===== config.mk =====
export PLATFORM = sky130hd
export DESIGN_NAME = pmw_status_regs
export DESIGN_NICKNAME = d
export VERILOG_FILES = /design/src/logic/pmw_pkg.sv /design/src/logic/pmw_status_regs.sv /design/src/logic/pmw_flag_bank.sv
export SDC_FILE = /design/constraint.sdc
export NUM_CORES = 1
export LEC_CHECK = 0
export ABC_AREA = 1
export BUFFER_PORTS_ARGS = -buffer_cell sky130_fd_sc_hd__buf_2
export CORE_ASPECT_RATIO = 1.1
export CORE_MARGIN = 1.5
export CORE_UTILIZATION = 30
export CTS_BUF_LIST = sky130_fd_sc_hd__clkbuf_2
export DETAILED_ROUTE_END_ITERATION = 7
export PLACE_DENSITY_LB_ADDON = 0.12
export SYNTH_ARGS = -nofsm -noshare
export SYNTH_HDL_FRONTEND = slang
export SYNTH_SLANG_ARGS = --single-unit

===== constraint.sdc =====
create_clock -name clk_i -period 1.6 [get_ports clk_i]
set_input_delay 0.08 -clock clk_i [delete_from_list [all_inputs] [get_ports clk_i]]
set_output_delay 0.08 -clock clk_i [all_outputs]
set_load 0.02 [all_outputs]

===== src/logic/pmw_pkg.sv =====
// Constants for the managed-device window and link status registers.
// Assumes a 5-bit management register address and 16-bit register data.
//
// What this block does
// - Address mode write loads window target address
// - Data modes move data to addressed register
// - Capability bit 13 reads one, read-only
// - Capability bit 12 reads one, others reserved
// - Fast Ethernet live link at bit 12
// - Gigabit live link at bit 12
// - Fast Ethernet disconnect flag at bit 13
// - Gigabit disconnect flag at bit 13
// - Lock-error flag bit 14, live lock 15
// - Receive-error flag at bit 11
// - Transmit-error flag at bit 10
// - Bad start delimiter flag at bit 9
// - Bad end delimiter flag at bit 8
// - Gigabit carrier-extension error flag at bit 7
// - Gigabit non-compliant partner at bit 6
// - Gigabit crossover error bit 5, 4:0 reserved
// - Function field picks address or data modes
// - Device-select field picks the target device

`default_nettype none

package pmw_pkg;

	localparam int ADDR_W = 5;
	localparam int DATA_W = 16;
	localparam int DEV_W  = 5;

	// Register offsets
	localparam logic [ADDR_W-1:0] OFS_WINDOW   = 5'h0E;
	localparam logic [ADDR_W-1:0] OFS_CAP      = 5'h0F;
	localparam logic [ADDR_W-1:0] OFS_FE_STAT  = 5'h10;
	localparam logic [ADDR_W-1:0] OFS_GE_STAT  = 5'h11;

	// Access-control function field encodings
	typedef enum logic [1:0] {
		PMW_FN_ADDRESS   = 2'b00,
		PMW_FN_DATA      = 2'b01,
		PMW_FN_DATA_INC  = 2'b10,
		PMW_FN_DATA_WINC = 2'b11
	} pmw_fn_type;

	// Bit positions in the capability register
	localparam int CAP_FDX_BIT = 13;
	localparam int CAP_HDX_BIT = 12;
	localparam logic CAP_FDX_RST = 1'b1;
	localparam logic CAP_HDX_RST = 1'b1;

	// Bit positions shared by both speed status registers
	localparam int ST_LOCK_BIT   = 15;
	localparam int ST_LOCKE_BIT  = 14;
	localparam int ST_DISC_BIT   = 13;
	localparam int ST_LINK_BIT   = 12;
	localparam int ST_RXE_BIT    = 11;
	localparam int ST_TXE_BIT    = 10;
	localparam int ST_SSDE_BIT   = 9;
	localparam int ST_ESDE_BIT   = 8;
	// Gigabit only
	localparam int ST_CEXT_BIT   = 7;
	localparam int ST_NONC_BIT   = 6;
	localparam int ST_XOVER_BIT  = 5;

	// Index of each self-clearing flag in the flag bank
	localparam int NUM_FLAGS    = 13;
	localparam int FE_FLAG_BASE = 0;
	localparam int FE_NUM_FLAGS = 6;
	localparam int GE_FLAG_BASE = 6;
	localparam int GE_NUM_FLAGS = 7;
	localparam int FL_LOCKE = 0;
	localparam int FL_DISC  = 1;
	localparam int FL_RXE   = 2;
	localparam int FL_TXE   = 3;
	localparam int FL_SSDE  = 4;
	localparam int FL_ESDE  = 5;
	localparam int FL_CEXT  = 6;

	localparam logic [DATA_W-1:0] WORD_ZERO = 16'h0000;
	localparam logic [DATA_W-1:0] ADDR_RST  = 16'h0000;
	localparam logic [DATA_W-1:0] ADDR_STEP = 16'h0001;

endpackage

`default_nettype wire


===== src/logic/pmw_status_regs.sv =====
// Indirect managed-device window and the three status-extension registers.
// Assumes the management engine, PCS and window target all run on clk_i.
`timescale 1ns/1ps
`default_nettype none

module pmw_status_regs
	import pmw_pkg::*;
#(
	parameter logic CAP_FDX = CAP_FDX_RST,
	parameter logic CAP_HDX = CAP_HDX_RST
) (
	input  wire logic              clk_i,
	input  wire logic              nrst_i,
	// Management register port
	input  wire logic [ADDR_W-1:0] reg_addr_i,
	input  wire logic              reg_wr_i,
	input  wire logic              reg_rd_i,
	input  wire logic [DATA_W-1:0] reg_wdata_i,
	output logic      [DATA_W-1:0] reg_rdata_o,
	output logic                   reg_rvalid_o,
	// Fields of the neighbouring access-control register
	input  wire logic [1:0]        acc_function_i,
	input  wire logic [DEV_W-1:0]  mmd_device_select_i,
	// Clause 45 target behind the window
	output logic      [DEV_W-1:0]  managed_device_window_dev_o,
	output logic      [DATA_W-1:0] managed_device_window_addr_o,
	output logic      [DATA_W-1:0] managed_device_window_wdata_o,
	output logic                   managed_device_window_wr_o,
	output logic                   managed_device_window_rd_o,
	input  wire logic [DATA_W-1:0] managed_device_window_rdata_i,
	// Fast Ethernet receive path, live levels
	input  wire logic              fe_descr_locked_i,
	input  wire logic              fe_link_up_i,
	// Fast Ethernet event strobes
	input  wire logic              fe_lock_err_i,
	input  wire logic              fe_disconnect_i,
	input  wire logic              fe_rx_err_i,
	input  wire logic              fe_tx_err_i,
	input  wire logic              fe_stream_start_delimiter_err_i,
	input  wire logic              fe_stream_end_delimiter_err_i,
	// Gigabit receive path, live levels
	input  wire logic              ge_descr_locked_i,
	input  wire logic              ge_link_up_i,
	input  wire logic              ge_noncompliant_partner_i,
	input  wire logic              ge_mdi_crossover_err_i,
	// Gigabit event strobes
	input  wire logic              ge_lock_err_i,
	input  wire logic              ge_disconnect_i,
	input  wire logic              ge_rx_err_i,
	input  wire logic              ge_tx_err_i,
	input  wire logic              ge_stream_start_delimiter_err_i,
	input  wire logic              ge_stream_end_delimiter_err_i,
	input  wire logic              ge_carrier_ext_err_i
);

	////////////////////////////////////////////////////////////////////////
	// Request decode

	logic              hit_window;
	logic              hit_cap;
	logic              hit_fe;
	logic              hit_ge;
	logic              fn_is_addr;
	logic              win_addr_wr;
	logic              win_data_wr;
	logic              win_data_rd;
	logic              wr_incr;
	logic              rd_incr;

	assign hit_window  = (reg_addr_i == OFS_WINDOW);
	assign hit_cap     = (reg_addr_i == OFS_CAP);
	assign hit_fe      = (reg_addr_i == OFS_FE_STAT);
	assign hit_ge      = (reg_addr_i == OFS_GE_STAT);
	assign fn_is_addr  = (acc_function_i == PMW_FN_ADDRESS);
	assign win_addr_wr = reg_wr_i & hit_window & fn_is_addr;
	assign win_data_wr = reg_wr_i & hit_window & ~fn_is_addr;
	assign win_data_rd = reg_rd_i & hit_window & ~fn_is_addr;
	// Post-increment: both directions for one mode, writes only for the other
	assign wr_incr     = (acc_function_i == PMW_FN_DATA_INC)
	                   | (acc_function_i == PMW_FN_DATA_WINC);
	assign rd_incr     = (acc_function_i == PMW_FN_DATA_INC);

	////////////////////////////////////////////////////////////////////////
	// Window address and target strobes

	logic [DATA_W-1:0] addr_reg;
	logic [DATA_W-1:0] addr_next;
	logic [DEV_W-1:0]  dev_reg;
	logic [DATA_W-1:0] wdata_reg;
	logic              c45_wr_reg;
	logic              c45_rd_reg;
	logic              wr_inc_reg;
	logic              rd_inc_reg;
	logic              bump;
	logic [DATA_W-1:0] addr_inc;

	// Increment after the strobe cycle, so the target sees a stable address
	assign bump      = (c45_wr_reg & wr_inc_reg) | (c45_rd_reg & rd_inc_reg);
	// Wraps at the top of the 16-bit space, no saturation
	assign addr_inc  = addr_reg + ADDR_STEP;
	assign addr_next = win_addr_wr ? reg_wdata_i :
	                   bump ? addr_inc : addr_reg;

	always_ff @(posedge clk_i) begin
		if (!nrst_i) begin
			addr_reg <= ADDR_RST;
		end else begin
			addr_reg <= addr_next;
		end
	end

	// Device select follows the access-control field
	always_ff @(posedge clk_i) begin
		if (!nrst_i) begin
			dev_reg <= '0;
		end else begin
			dev_reg <= mmd_device_select_i;
		end
	end

	// Target strobes follow the request one cycle later and last as long as it does
	always_ff @(posedge clk_i) begin
		if (!nrst_i) begin
			c45_wr_reg <= 1'b0;
			c45_rd_reg <= 1'b0;
		end else begin
			c45_wr_reg <= win_data_wr;
			c45_rd_reg <= win_data_rd;
		end
	end

	// Whether the strobe just issued is followed by an address step
	always_ff @(posedge clk_i) begin
		if (!nrst_i) begin
			wr_inc_reg <= 1'b0;
			rd_inc_reg <= 1'b0;
		end else begin
			wr_inc_reg <= win_data_wr & wr_incr;
			rd_inc_reg <= win_data_rd & rd_incr;
		end
	end

	// Write data holds after the strobe, for a slow target
	always_ff @(posedge clk_i) begin
		if (!nrst_i) begin
			wdata_reg <= WORD_ZERO;
		end else if (win_data_wr) begin
			wdata_reg <= reg_wdata_i;
		end
	end

	assign managed_device_window_dev_o   = dev_reg;
	assign managed_device_window_addr_o  = addr_reg;
	assign managed_device_window_wdata_o = wdata_reg;
	assign managed_device_window_wr_o    = c45_wr_reg;
	assign managed_device_window_rd_o    = c45_rd_reg;

	////////////////////////////////////////////////////////////////////////
	// Self-clearing event flags

	logic [NUM_FLAGS-1:0] flag_event;
	logic [NUM_FLAGS-1:0] flag_clear;
	logic [NUM_FLAGS-1:0] flag;
	logic                 rd_pend_reg;
	logic [ADDR_W-1:0]    rd_addr_reg;
	logic                 rd_fe;
	logic                 rd_ge;
	logic                 rd_at_window;
	logic                 rd_at_cap;
	logic                 rd_at_fe;
	logic                 rd_at_ge;

	assign flag_event[FE_FLAG_BASE+FL_LOCKE] = fe_lock_err_i;
	assign flag_event[FE_FLAG_BASE+FL_DISC]  = fe_disconnect_i;
	assign flag_event[FE_FLAG_BASE+FL_RXE]   = fe_rx_err_i;
	assign flag_event[FE_FLAG_BASE+FL_TXE]   = fe_tx_err_i;
	assign flag_event[FE_FLAG_BASE+FL_SSDE]  = fe_stream_start_delimiter_err_i;
	assign flag_event[FE_FLAG_BASE+FL_ESDE]  = fe_stream_end_delimiter_err_i;
	assign flag_event[GE_FLAG_BASE+FL_LOCKE] = ge_lock_err_i;
	assign flag_event[GE_FLAG_BASE+FL_DISC]  = ge_disconnect_i;
	assign flag_event[GE_FLAG_BASE+FL_RXE]   = ge_rx_err_i;
	assign flag_event[GE_FLAG_BASE+FL_TXE]   = ge_tx_err_i;
	assign flag_event[GE_FLAG_BASE+FL_SSDE]  = ge_stream_start_delimiter_err_i;
	assign flag_event[GE_FLAG_BASE+FL_ESDE]  = ge_stream_end_delimiter_err_i;
	assign flag_event[GE_FLAG_BASE+FL_CEXT]  = ge_carrier_ext_err_i;

	// Held address decoded once, for the read mux and the clears alike
	assign rd_at_window = (rd_addr_reg == OFS_WINDOW);
	assign rd_at_cap    = (rd_addr_reg == OFS_CAP);
	assign rd_at_fe     = (rd_addr_reg == OFS_FE_STAT);
	assign rd_at_ge     = (rd_addr_reg == OFS_GE_STAT);

	// Clear in the cycle the read word is captured
	assign rd_fe = rd_pend_reg & rd_at_fe;
	assign rd_ge = rd_pend_reg & rd_at_ge;
	assign flag_clear = {{GE_NUM_FLAGS{rd_ge}}, {FE_NUM_FLAGS{rd_fe}}};

	pmw_flag_bank #(
		.N       (NUM_FLAGS)
	) u_flags (
		.clk_i   (clk_i),
		.nrst_i  (nrst_i),
		.event_i (flag_event),
		.clear_i (flag_clear),
		.flag_o  (flag)
	);

	////////////////////////////////////////////////////////////////////////
	// Read words

	logic [DATA_W-1:0] cap_word;
	logic [DATA_W-1:0] fe_word;
	logic [DATA_W-1:0] ge_word;
	logic [DATA_W-1:0] win_word;
	logic [DATA_W-1:0] rd_word;
	logic              rd_win_data_reg;
	logic [DATA_W-1:0] win_sel;
	logic [DATA_W-1:0] cap_sel;
	logic [DATA_W-1:0] fe_sel;
	logic [DATA_W-1:0] ge_sel;

	// Per-speed views of the flag bank
	logic [FE_NUM_FLAGS-1:0] fe_flag;
	logic [GE_NUM_FLAGS-1:0] ge_flag;

	assign fe_flag = flag[FE_FLAG_BASE +: FE_NUM_FLAGS];
	assign ge_flag = flag[GE_FLAG_BASE +: GE_NUM_FLAGS];

	always_comb begin
		cap_word = WORD_ZERO;
		cap_word[CAP_FDX_BIT] = CAP_FDX;
		cap_word[CAP_HDX_BIT] = CAP_HDX;
	end

	always_comb begin
		fe_word = WORD_ZERO;
		fe_word[ST_LOCK_BIT]  = fe_descr_locked_i;
		fe_word[ST_LOCKE_BIT] = fe_flag[FL_LOCKE];
		fe_word[ST_DISC_BIT]  = fe_flag[FL_DISC];
		fe_word[ST_LINK_BIT]  = fe_link_up_i;
		fe_word[ST_RXE_BIT]   = fe_flag[FL_RXE];
		fe_word[ST_TXE_BIT]   = fe_flag[FL_TXE];
		fe_word[ST_SSDE_BIT]  = fe_flag[FL_SSDE];
		fe_word[ST_ESDE_BIT]  = fe_flag[FL_ESDE];
	end

	// Bits 4:0 stay zero
	always_comb begin
		ge_word = WORD_ZERO;
		ge_word[ST_LOCK_BIT]  = ge_descr_locked_i;
		ge_word[ST_LOCKE_BIT] = ge_flag[FL_LOCKE];
		ge_word[ST_DISC_BIT]  = ge_flag[FL_DISC];
		ge_word[ST_LINK_BIT]  = ge_link_up_i;
		ge_word[ST_RXE_BIT]   = ge_flag[FL_RXE];
		ge_word[ST_TXE_BIT]   = ge_flag[FL_TXE];
		ge_word[ST_SSDE_BIT]  = ge_flag[FL_SSDE];
		ge_word[ST_ESDE_BIT]  = ge_flag[FL_ESDE];
		ge_word[ST_CEXT_BIT]  = ge_flag[FL_CEXT];
		ge_word[ST_NONC_BIT]  = ge_noncompliant_partner_i;
		ge_word[ST_XOVER_BIT] = ge_mdi_crossover_err_i;
	end

	// Target read data is valid in the read-strobe cycle
	assign win_word = rd_win_data_reg ? managed_device_window_rdata_i : addr_reg;

	// One-hot AND-OR select; unmapped addresses read as zero
	assign win_sel = {DATA_W{rd_at_window}} & win_word;
	assign cap_sel = {DATA_W{rd_at_cap}} & cap_word;
	assign fe_sel  = {DATA_W{rd_at_fe}} & fe_word;
	assign ge_sel  = {DATA_W{rd_at_ge}} & ge_word;
	assign rd_word = win_sel | cap_sel | fe_sel | ge_sel;

	////////////////////////////////////////////////////////////////////////
	// Two-stage read: strobe the target, then capture

	logic [DATA_W-1:0] rdata_reg;
	logic              rvalid_reg;

	always_ff @(posedge clk_i) begin
		if (!nrst_i) begin
			rd_pend_reg     <= 1'b0;
			rd_win_data_reg <= 1'b0;
		end else begin
			rd_pend_reg     <= reg_rd_i;
			rd_win_data_reg <= win_data_rd;
		end
	end

	// Address held past the request, for the capture and the clears
	always_ff @(posedge clk_i) begin
		if (!nrst_i) begin
			rd_addr_reg <= '0;
		end else if (reg_rd_i) begin
			rd_addr_reg <= reg_addr_i;
		end
	end

	always_ff @(posedge clk_i) begin
		if (!nrst_i) begin
			rvalid_reg <= 1'b0;
		end else begin
			rvalid_reg <= rd_pend_reg;
		end
	end

	// Read data holds until the next answer, so a slow master can sample late
	always_ff @(posedge clk_i) begin
		if (!nrst_i) begin
			rdata_reg <= WORD_ZERO;
		end else if (rd_pend_reg) begin
			rdata_reg <= rd_word;
		end
	end

	assign reg_rdata_o  = rdata_reg;
	assign reg_rvalid_o = rvalid_reg;

	// Unused decode terms kept for writes to read-only registers
	logic unused_ro_wr;
	assign unused_ro_wr = reg_wr_i & (hit_cap | hit_fe | hit_ge);

endmodule

`default_nettype wire


===== src/logic/pmw_flag_bank.sv =====
// Bank of self-clearing event flags, one flip-flop per flag.
// Assumes events and clears are single-cycle strobes on clk_i.
`timescale 1ns/1ps
`default_nettype none

module pmw_flag_bank #(
	parameter int N = 13
) (
	input  wire logic         clk_i,
	input  wire logic         nrst_i,
	input  wire logic [N-1:0] event_i,
	input  wire logic [N-1:0] clear_i,
	output logic      [N-1:0] flag_o
);

	genvar g;
	generate
		for (g = 0; g < N; g = g + 1) begin : g_flag
			logic flag_reg;
			logic flag_next;
			// Event in the clearing cycle survives
			assign flag_next = event_i[g] | (flag_reg & ~clear_i[g]);
			always_ff @(posedge clk_i) begin
				if (!nrst_i) begin
					flag_reg <= 1'b0;
				end else begin
					flag_reg <= flag_next;
				end
			end
			assign flag_o[g] = flag_reg;
		end
	endgenerate

endmodule

`default_nettype wire


Word-level counts from Yosys, hierarchy flattened
Index checks and enable logic that the tools add are counted.
- output and inout port bits: 56
- flip-flop bits (word level): 77
- bits of input ports: 67
- logic and storage cells: 85
- equality and inequality tests: 7
- bitwise gates (word level): 48
- mux-type cells: 3
- reduce and logical (&&, ||, !) cells: 2
- add/sub/neg operators: 1
- operator list (kind ; number):
    $and 16x16->16 ; 3
    $mux 16 ; 3
    $or 16x16->16 ; 2
    $and 1x1->1 ; 24
    $add 16x1->16 const B ; 1
    $or 16x14->16 ; 1
    $eq 5x4->1 const B ; 3
    $or 1x1->1 ; 15
    $eq 5x5->1 const B ; 2
    $eq 2x2->1 const B ; 2
    $not 1->1 ; 3
    $logic_not 2->1 ; 1
    $reduce_bool 2->1 ; 1

Logic depth before layout (Yosys ltp)
Gate-level depths: netlist (run 1).
- word-level depth: 5
- depth in mapped cells: 10
- depth with buffers taken out: 10

Cells and area by module
Synthesis (run 1) repeated with hierarchy kept, for this count alone.
- cells, all modules: 538
- area, all modules: 3751.1 sq um
- by module, submodules not included (module ; cells each ; times used ; area an instance (sq um)):
    pmw_status_regs ; 458 ; 1 ; 3129.3
    pmw_flag_bank ; 80 ; 1 ; 621.8

Worst setup path after synthesis (run 1)
No wires, ideal clock.
- path kind: reg2reg
- start point: register addr_reg[1], in the netlist managed_device_window_addr_o[1]
- end point: register addr_reg[10], in the netlist managed_device_window_addr_o[10]
- arrival time: 1.406 ns
- cell stages (with the launch flop): 10
- path slack: 0.130 ns
- clock period less this slack: 1.470 ns
- library setup time: 0.065 ns
- cell sequence: dfxtp_1 > ha_1 > nand2_1 > nor2_1 > nand2_1 > nor2_1 > nand2_1 > nand3_1 > o211ai_1 > nor2_1
- longest elaborated chain between the ends: 3
- ends and longest elaborated chain (item ; RTL line ; RTL):
    start: declaration ; pmw_status_regs.sv:86 ; logic [DATA_W-1:0] addr_reg;
    start signal: assignment ; pmw_status_regs.sv:108 ; addr_reg <= addr_next;
    $add 16x1->16 ; pmw_status_regs.sv:100 ; assign addr_inc = addr_reg + ADDR_STEP;
    $mux 16 ; pmw_status_regs.sv:102 ; bump ? addr_inc : addr_reg;
    $mux 16 ; pmw_status_regs.sv:101 ; assign addr_next = win_addr_wr ? reg_wdata_i :
Every way passes these cells. The select of a mux whose other input is x is not followed.
A chain may end at the register's enable or synchronous reset.

==> metrics, run 1 <==
status=finished, final reports clean; sequential power share=around 54%; Rows=41; sw power=just under 0.001 W; Area Overhead vs Synth=51.9%; ant diodes=0; CP top delay family=buffers and inverters; Max Slew Vio Count=0; Seq/Total Area, Yosys=43.8%; Synth Net Count=~560; H-tree depth=3; Comb power frac=12.1%; number of max-cap violations=0; highest clock rate=between 600 and 700 MHz; total CTS buffers=9; placed cell count=around 770; Setup WS post-layout=about 0.11 ns; critical path buffer and inverter count=4; Sink Count=77; Yosys warning total=0; crit path cell chain=dlygate4sd3_1 > buf_2 > buf_6 > nand2_1 > nor4_1 > dlygate4sd3_1; largest family of logic cells by synthesized area=simple AND/OR/NAND/NOR gates; Synth cell types=32; synthesis-stage register bit count=77; DRC=0; fraction of the mapped netlist area in simple logic gates=a little under a third; nets@finish=approximately 800; max_slew headroom=a little under three fifths; crit-path max cell delay=approximately 0.57 ns; Syn Area/Cell=roughly 7 µm²; Mapped Cells=roughly 500; worst slew pin tran=between 0.6 and 0.7 ns; DR vias=3948; final instance area=approximately 5300 µm²; R2R setup slack=~0.15 ns; router iterations before antenna repair=4; Clock Root Buffer=clkbuf_2; CTS max path bufs=2; mux share of post-synthesis cell area=0%; Clk Latency, worst-skew pair=approximately 0.54 ns; Final Hold Fails=0; reg2reg end=reg_rdata_o[11]$_SDFFE_PN0P_; initial antenna violation count=0; Final Power=0.00373 W; Compound-Gate Fraction of Synth Area=approximately 16%; Arr. time, crit path=around 2.0 ns; pre-CTS setup slack=a little over 0.1 ns; xor/xnor share of the synthesized area=0.996%; global-route wire length before repair=roughly 19000 µm; Cell Pwr Density=about 700 nW/µm²; leakage power=between 2 and 3 nW; Final Util=between 40% and 50%; share of the synthesized area in the top cell type=a little over two fifths; CP required=approximately 2.1 ns; crit path launch type=input port; Buffers on Ports=around 120; Die W=106 µm; RePlAce Congestion=just under 0.9; Post-CTS Setup Bufs=0; total track usage=20.1%; vias per cell=between 4 and 5; Setup crit end kind=register; Post-Layout Cell Count=868; Post-DP Area=4340 µm²; Critical Path Sink=rd_inc_reg$_SDFF_PN0_; TritonCTS clock tree=done; total gr overflow=0; top cells by area, synth=dfxtp_1 (44%), nand2_1 (14%), a21oi_1 (6.8%); unrepaired setup endpoints after global routing=true; power share of the clock group=34.2%; period utilization=slightly above 90%; ANT nets after route=0; DIE AREA=12400 µm²; area leader, netlist=dfxtp_1; DR WL/cell=between 10 and 15 µm; Setup Skew=0.0385 ns; HP Class=in -> reg; # IOs=approximately 120; Initial Util=a little under a third; Net Sw Frac=a little over a quarter; DRT iter0 DRCs=236; Post-DP HPWL=around 8600 µm; Final Critical Period=1.49 ns; Mapped Area=about 3500 µm²; most used cell, CP=dlygate4sd3_1; fill count=between 1k and 1.5k; crit path from=nrst_i; number of global-route vias before repair=about 3.9k; peak supply drop=about 0.40 mV; Critical R2R Launch=rd_addr_reg[1]$_SDFFE_PN0P_; Worst Path Class, Setup=in -> reg; DRT Wirelength=approximately 12000 µm; Final setup viols=0; critical path peak fanout=23; die height=roughly 120 µm; Worst R2R Path Depth=8; Crit-path slowest cell=dlygate4sd3_1; Post-Synth Adder-Cell Area=less than 1%; clock slew at reported path FFs=between 0.2 and 0.25 ns; Critical Path Stages=6; layout cells sized above 1=between 20% and 30%; internal power=approximately 0.0027 W; maximum number of pins on one net before global-route repair=40; core area=11400 µm²
-- worst min-delay path, stage by stage --
cell and delay, ns:
buf_2 0.11, nand2_2 0.09, nor2_4 0.07, nand2_1 0.06
nand3_1 0.07, nand2_1 0.06, inv_1 0.03
-- final cells by class --
class / instances / area [µm²] / share of cell area (%)
clock buffers: 9 / 45.0 / 0.843
clock inverters: 7 / 98.8 / 1.85
inverters: 50 / 188 / 3.51
multi-input cells: 353 / 1700 / 31.8
flip-flops and latches: 77 / 1550 / 29.0
well taps: 150 / 188 / 3.51
repair buffers: 222 / 1580 / 29.5
-- cells by family after synthesis --
family / Yosys count
compound gates: 98
xor+xnor: 4
fa+ha+maj: 1
buf+inv: 66
flops: 77
simple gates: 250
-- cell usage after synthesis, drive strengths merged --
cell	count
nand3	45
nand4	3
clkbuf	6
o31ai	1
a22oi	3
nor2	60
o21a	2
dfxtp	77
o22ai	1
nand2	134
nor3	4
clkinv	1
ha	1
xor2	4
o41ai	2
nand3b	1
or2	2
nor4	1
inv	49
buf	10
a31oi	4
a21oi	48
o21bai	1
o21ai	27
o211ai	9
-- how the worst min path moves through the flow --
stage / depth (start not counted) / end / slack, ns / start
after detailed placement: 3 / managed_device_window_dev_o[0]$_SDFF_PN0_ / 0.27 / mmd_device_select_i[0]
after floorplan: 1 / rd_inc_reg$_SDFF_PN0_ / 0.16 / acc_function_i[0]
after CTS: 4 / managed_device_window_wdata_o[5]$_SDFFE_PN0P_ / 0.006 / reg_wr_i
final: 7 / managed_device_window_addr_o[11]$_SDFFE_PN0P_ / 0.04 / reg_wr_i
after global placement: 3 / managed_device_window_dev_o[1]$_SDFF_PN0_ / 0.26 / mmd_device_select_i[1]
after global routing: 4 / managed_device_window_wdata_o[5]$_SDFFE_PN0P_ / 0.02 / reg_wr_i
-- power by group through the flow --
| stage | Clock (W) | Combinational (W) | Sequential (W) |
|---|---|---|---|
| floorplan | 0 | 0.000130 | 0.00206 |
| CTS | 0.00131 | 0.000446 | 0.00201 |
| finish | 0.00127 | 0.000450 | 0.00200 |
| global route | 0.00140 | 0.000495 | 0.00201 |
| detailed placement | 0 | 0.000311 | 0.00204 |
| global placement | 0 | 0.000309 | 0.00204 |
-- metrics by stage --
stage	TNS (ns)	hold slack, ns
final	0	0.0365
after global routing	-0.000306	0.0189
after CTS	0	0.00563
after detailed placement	0	0.268
after global placement	0	0.261
after floorplan	0	0.159
-- cell usage in the layout, fill, tap and decap left out, types with 9 or more instances in the layout --
cell	synthesis	final
nor2_1	56	52
buf_2	6	122
nand3_1	45	45
a21oi_1	48	48
nand2_1	129	129
dlygate4sd3_1	0	84
o21ai_0	26	26
dfxtp_1	77	75
buf_4	0	15
o211ai_1	9	9
inv_1	48	48
clkbuf_2	0	9
-- per-layer routing --
layer  global-route usage (%)  share of wire [%]  vias to the layer above
met4                     7.84                2.1                        0
met1                     25.2                 48                     1787
met5                        0                  0                        -
li1                         -                  -                     2047
met3                     4.13                4.4                       16
met2                     34.0                 46                       98
-- timing repair --
item                                   CTS  global route
gates resized for setup                  0             8
endpoints found under the hold margin   76             0
hold buffers                            84             0
setup endpoints to repair                0             7
No activity file was read; power rests on OpenSTA's default activity.
==> inputs of run 2 (changes only) <==
Clock period 1.6 ns to 1.9 ns, I/O delays scaled along.
==> metrics, run 2 (synthesized netlist as in run 1, its figures left out) <==
status=finished, final reports clean; leakage power=2.51 nW (-0.97%); pre-CTS setup slack=0.337 ns (+0.233 ns); die height=117 µm (unchanged); Final Critical Period=1.78 ns; H-tree depth=3 (unchanged); Die W=106 µm (unchanged); DRT Wirelength=12000 µm (-1.1%); Crit-path slowest cell=dlygate4sd3_1; Area Overhead vs Synth=49.3%; Final Hold Fails=0 (unchanged); crit path launch type=input port; unrepaired setup endpoints after global routing=false; DR vias=3985 (+0.94%); core area=11400 µm² (unchanged); peak supply drop=0.298 mV (-26%); period utilization=93.7%; CP top delay family=buffers and inverters; DIE AREA=12400 µm² (unchanged); Clk Latency, worst-skew pair=0.54 ns (about the same); crit-path max cell delay=0.56 ns (about the same); HP Class=in -> reg; global-route wire length before repair=19200 µm (-0.36%); CTS max path bufs=2 (unchanged); most common cell after layout, fill and taps aside=nand2_1; Min Hold Slack=0.0392 ns (+0.00270 ns); Worst Path Class, Setup=in -> reg; number of max-cap violations=0 (unchanged); # IOs=123 (unchanged); fill count=1153 (-5.2%); Clock Root Buffer=clkbuf_2; Setup Skew=0.0287 ns (-0.00984 ns); Buffers on Ports=122 (unchanged); Max Slew Vio Count=0 (unchanged); layout cells sized above 1=23.4% (-1.0 points); total track usage=19.9% (-0.17 points); Rows=41 (unchanged); nets@finish=769 (-1.5%); Setup crit end kind=register; maximum number of pins on one net before global-route repair=40 (unchanged); TritonCTS clock tree=done; Sink Count=77 (unchanged); CP required=2.39 ns (+0.30 ns); clock slew at reported path FFs=0.23 ns (about the same); number of global-route vias before repair=3883 (-1.4%); Post-DP HPWL=8490 µm (-0.98%); DRT iter0 DRCs=160 (-32%); ANT nets after route=0 (unchanged); DRC=0 (unchanged); Setup TNS=0 ns (unchanged); ant diodes=0 (unchanged); highest clock rate=562 MHz; critical path peak fanout=6 (-74%); worst slew pin tran=0.699 ns (+0.0369 ns); total CTS buffers=9 (unchanged); Setup WS post-layout=0.119 ns (+0.00559 ns); critical path buffer and inverter count=5 (+1); Initial Util=30.7% (unchanged); total gr overflow=0 (unchanged); Final setup viols=0 (unchanged); most frequent cells in the layout=nand2_1 (129), buf_2 (122), dfxtp_1 (77); Arr. time, crit path=2.27 ns (+0.29 ns); router iterations before antenna repair=5 (+1); vias per cell=4.66 (+2.4%); R2R setup slack=0.29 ns (+0.14 ns); initial antenna violation count=0 (unchanged); DR WL/cell=14.0 µm (+0.32%); crit path cell chain=dlygate4sd3_1 > buf_2 > inv_1 > nand2_1 > nor2_4 > nand2_4 > nor2_4 > buf_4 > nand3_1 > dlygate4sd3_1 > a21oi_1; RePlAce Congestion=0.845 (-2.7%); Cell Pwr Density=622 nW/µm² (-11%); max_slew headroom=53.2% (-2.5 points)
==> run 2: final timing paths <==
kind                                                start                                            end  cells after the start
max reg2reg  managed_device_window_addr_o[1]$_SDFFE_PN0P_  managed_device_window_addr_o[10]$_SDFFE_PN0P_                      9
min                                              reg_wr_i  managed_device_window_wdata_o[2]$_SDFFE_PN0P_                      4
max                                         reg_addr_i[0]  managed_device_window_wdata_o[3]$_SDFFE_PN0P_                     11
min reg2reg                   reg_rdata_o[0]$_SDFFE_PN0P_                    reg_rdata_o[0]$_SDFFE_PN0P_                      2
==> run 2: area by class of cell <==
type | instances | area (µm²) | area share, %
Clock inverter | 7 | 123 | 2.34
Timing Repair Buffer | 210 | 1470 | 28.1
Inverter | 50 | 188 | 3.58
Tap cell | 150 | 188 | 3.58
Sequential cell | 77 | 1540 | 29.4
Clock buffer | 9 | 45.0 | 0.858
Multi-Input combinational cell | 353 | 1690 | 32.2
==> run 2: what timing repair did <==
action                     in CTS  in global routing
setup endpoints to repair       0                  3
setup buffers                   0                  5
hold endpoints to repair       73                  0
gates resized for setup         0                  0
hold buffers                   76                  0
==> run 2: per-stage QoR <==
step | instances | instance area, µm² | total power, W | utilization, %
2_1_floorplan | 496 | 3520 | 0.00184 | -
3_3_place_gp | 759 | 4270 | 0.00198 | 37.3
3_5_place_dp | 759 | 4270 | 0.00198 | 37.3
4_1_cts | 851 | 5200 | 0.00329 | 45.4
5_1_grt | 856 | 5250 | 0.00340 | 45.9
6_report | 856 | 5250 | 0.00326 | 45.9
==> run 2: where the power goes <==
| part | internal, W | total [W] | switching, W | leakage [nW] |
|---|---|---|---|---|
| sequential | 0.00166 | 0.00169 | 0.0000253 | 0.628 |
| combinational | 0.000198 | 0.000377 | 0.000179 | 1.79 |
| clock | 0.000572 | 0.00120 | 0.000626 | 0.0887 |
==> run 2: metal layers <==
metal / vias up / track usage, % / wire length [µm]
met3: 17 / 4.69 / 634
met4: 0 / 7.48 / 228
met5: - / 0 / 0
met1: 1827 / 24.5 / 5400
met2: 111 / 34.1 / 5720
li1: 2030 / - / -
==> run 2: tightest hold or removal path, stage by stage <==
cell and delay (ns):
buf_2 0.11, buf_4 0.19, nand3_1 0.09, a21oi_1 0.06
==> inputs of run 3 (changes only) <==
Settings changed: ABC_AREA 1 to not set.
==> metrics, run 3 <==
sw power=0.000769 W (-7.4%); core area=10300 µm² (-9.6%); R2R setup slack=0.20 ns (-0.09 ns); layout cells sized above 1=29.5% (+6.1 points); crit path launch type=register; Setup WS post-layout=0.201 ns (+0.0818 ns); Area Overhead vs Synth=49.2% (about the same); Buffers on Ports=122 (unchanged); maximum number of pins on one net before global-route repair=32 (-20%); Min Hold Slack=0.113 ns (+0.0740 ns); Yosys warning total=0 (unchanged); worst slew pin tran=0.495 ns (-0.205 ns); top cells by area, synth=dfxtp_1 (48%), mux2i_1 (10%), nor2_1 (5.3%); DIE AREA=11200 µm² (-9.1%); Final setup viols=0 (unchanged); DRT Wirelength=10200 µm (-15%); total gr overflow=0 (unchanged); number of max-cap violations=0 (unchanged); number of global-route vias before repair=3156 (-19%); status=finished, final reports clean; Seq/Total Area, Yosys=48.4% (+4.5 points); peak supply drop=0.333 mV (+12%); Initial Util=30.8% (+0.060 points); leakage power=2.02 nW (-19%); nets@finish=596 (-22%); ANT nets after route=0 (unchanged); Max Slew Vio Count=0 (unchanged); DRT iter0 DRCs=110 (-31%); router iterations before antenna repair=5 (unchanged); asr flop ratio synth=0% (unchanged); # IOs=123 (unchanged); RePlAce Congestion=0.782 (-7.5%); Clock Root Buffer=clkbuf_2; vias per cell=4.72 (+1.4%); internal power=0.00228 W (-6.2%); crit path from=managed_device_window_addr_o[7]$_SDFFE_PN0P_; pre-CTS setup slack=0.227 ns (-0.110 ns); Setup crit end kind=register; Mapped Area=3190 µm² (-9.4%); Sink Count=77 (unchanged); Synth cell types=45 (+41%); area leader, netlist=dfxtp_1; Post-CTS Setup Bufs=0 (unchanged); Multi-input gate area=1520 µm² (-10%); EDFF count, synth=0 (unchanged); critical path peak fanout=5 (-1); Final Hold Fails=0 (unchanged); power share of the clock group=32.6% (-4.1 points); Sequential Area=1540 µm² (unchanged); Arr. time, crit path=2.19 ns (-0.08 ns); CTS max path bufs=2 (unchanged); Post-DP HPWL=7030 µm (-17%); DR vias=3191 (-20%); top-count cell post-synth=dfxtp_1; Comb power frac=11.9% (+0.4 points); most frequent cells in the layout=buf_2 (122), dfxtp_1 (77), dlygate4sd3_1 (67); TritonCTS clock tree=done; Post-synth top cells=dfxtp_1 (77), nor2_1 (45), mux2i_1 (32); DR WL/cell=15.0 µm (+7.5%); Setup TNS=0 ns (unchanged); share of the synthesized area in the top cell type=48.4% (+4.5 points); Syn Area/Cell=9.48 µm² (+34%); initial antenna violation count=0 (unchanged); HP Class=in -> reg; Critical R2R Launch=managed_device_window_addr_o[7]$_SDFFE_PN0P_; HP Start=managed_device_window_rdata_i[5]; Synth Net Count=404 (-28%); sequential power share=55.5% (+3.8 points); most common cell after layout, fill and taps aside=buf_2; Rows=39 (-4.9%); synthesis-stage register bit count=77 (unchanged); Worst Path Class, Setup=reg -> reg; clock slew at reported path FFs=0.21 ns (-0.02 ns); ant diodes=0 (unchanged); fill count=1047 (-9.2%); Mapped Cells=336 (-32%); Clk Latency, worst-skew pair=0.55 ns (about the same); global-route wire length before repair=16000 µm (-16%); H-tree depth=3 (unchanged); unrepaired setup endpoints after global routing=false; total CTS buffers=9 (unchanged); CP required=2.39 ns (about the same); total track usage=18.6% (-1.3 points); highest clock rate=589 MHz (+4.8%); die height=111 µm (-4.7%); Setup Skew=0.0233 ns (-0.00540 ns); DRC=0 (unchanged); period utilization=89.4% (-4.3 points); max_slew headroom=67.0% (+14 points); ys flop type=dfxtp_1; Die W=101 µm (-4.7%); Net Sw Frac=25.2% (-0.24 points); Cell Pwr Density=642 nW/µm² (+3.2%); Final Critical Period=1.70 ns (-0.0818 ns)
run 3: cell count changes after synthesis, moves of 6 or more:
cell and delta:
a21oi_1 -20, inv_1 -45, o211ai_1 -9, nand2_1 -113, nand3_1 -41, and2_1 +8
nor2_1 -11, mux2i_1 +32, xnor2_1 +9, mux2_2 +6
run 3: final cells by class:
type	instances	area share [%]
Multi-Input combinational cell	235	32.0
Timing Repair Buffer	201	28.9
Clock inverter	7	1.69
Inverter	4	0.316
Sequential cell	77	32.4
Tap cell	143	3.77
Clock buffer	9	0.948
run 3: routing by layer:
metal | up-vias | track usage (%) | part of all wire (%)
met4 | 0 | 6.76 | 1.6
li1 | 1598 | - | -
met5 | - | 0 | 0
met3 | 14 | 4.10 | 5.6
met2 | 96 | 31.0 | 48
met1 | 1483 | 23.4 | 45
run 3: power groups by stage:
stage / sequential (W) / clock [W] / combinational [W]
6_report: 0.00169 / 0.000996 / 0.000362
4_1_cts: 0.00169 / 0.00103 / 0.000358
5_1_grt: 0.00170 / 0.00111 / 0.000395
3_5_place_dp: 0.00173 / 0 / 0.000249
2_1_floorplan: 0.00174 / 0 / 0.0000995
3_3_place_gp: 0.00172 / 0 / 0.000247
run 3: stage by stage:
step	util (%)	cells	total power, W	cell area [µm²]
3_5_place_dp	38.2	593	0.00197	3960
4_1_cts	45.9	676	0.00308	4750
3_3_place_gp	38.2	593	0.00197	3960
6_report	45.9	676	0.00305	4750
5_1_grt	45.9	676	0.00320	4750
2_1_floorplan	-	336	0.00184	3190
run 3: worst paths after layout:
path	depth (start not counted)	endpoint
hold reg to reg	2	reg_rdata_o[0]$_SDFFE_PN0P_
setup reg to reg	4	managed_device_window_addr_o[15]$_SDFFE_PN0P_
hold / removal	4	reg_rdata_o[5]$_SDFFE_PN0P_
setup / recovery	4	managed_device_window_addr_o[15]$_SDFFE_PN0P_
run 3: critical path, cell delays in order, from the launching register on:
cell	delay, ns
dfxtp_1	0.49
nand4_2	0.19
or3_1	0.43
or3_1	0.37
a31oi_1	0.17
run 3: cells by family (layout without fill, tap and decap cells):
logic type               count (synthesis)  count (layout)  synth area share, %
AO/OA/AOI/OAI                           78              78                 14.8
XOR/XNOR                                11              11                 3.02
adder cells (fa/ha/maj)                  1               1                0.393
buffers and inverters                   24             221                 4.08
flip-flops                              77              77                 48.4
multiplexers                            38              38                 12.2
AND/OR/NAND/NOR                        107             107                 17.1
run 3: what timing repair did:
action / in CTS / in global routing
hold buffers: 67 / 0
hold endpoints to repair: 73 / 0
gates resized for setup: 0 / 0
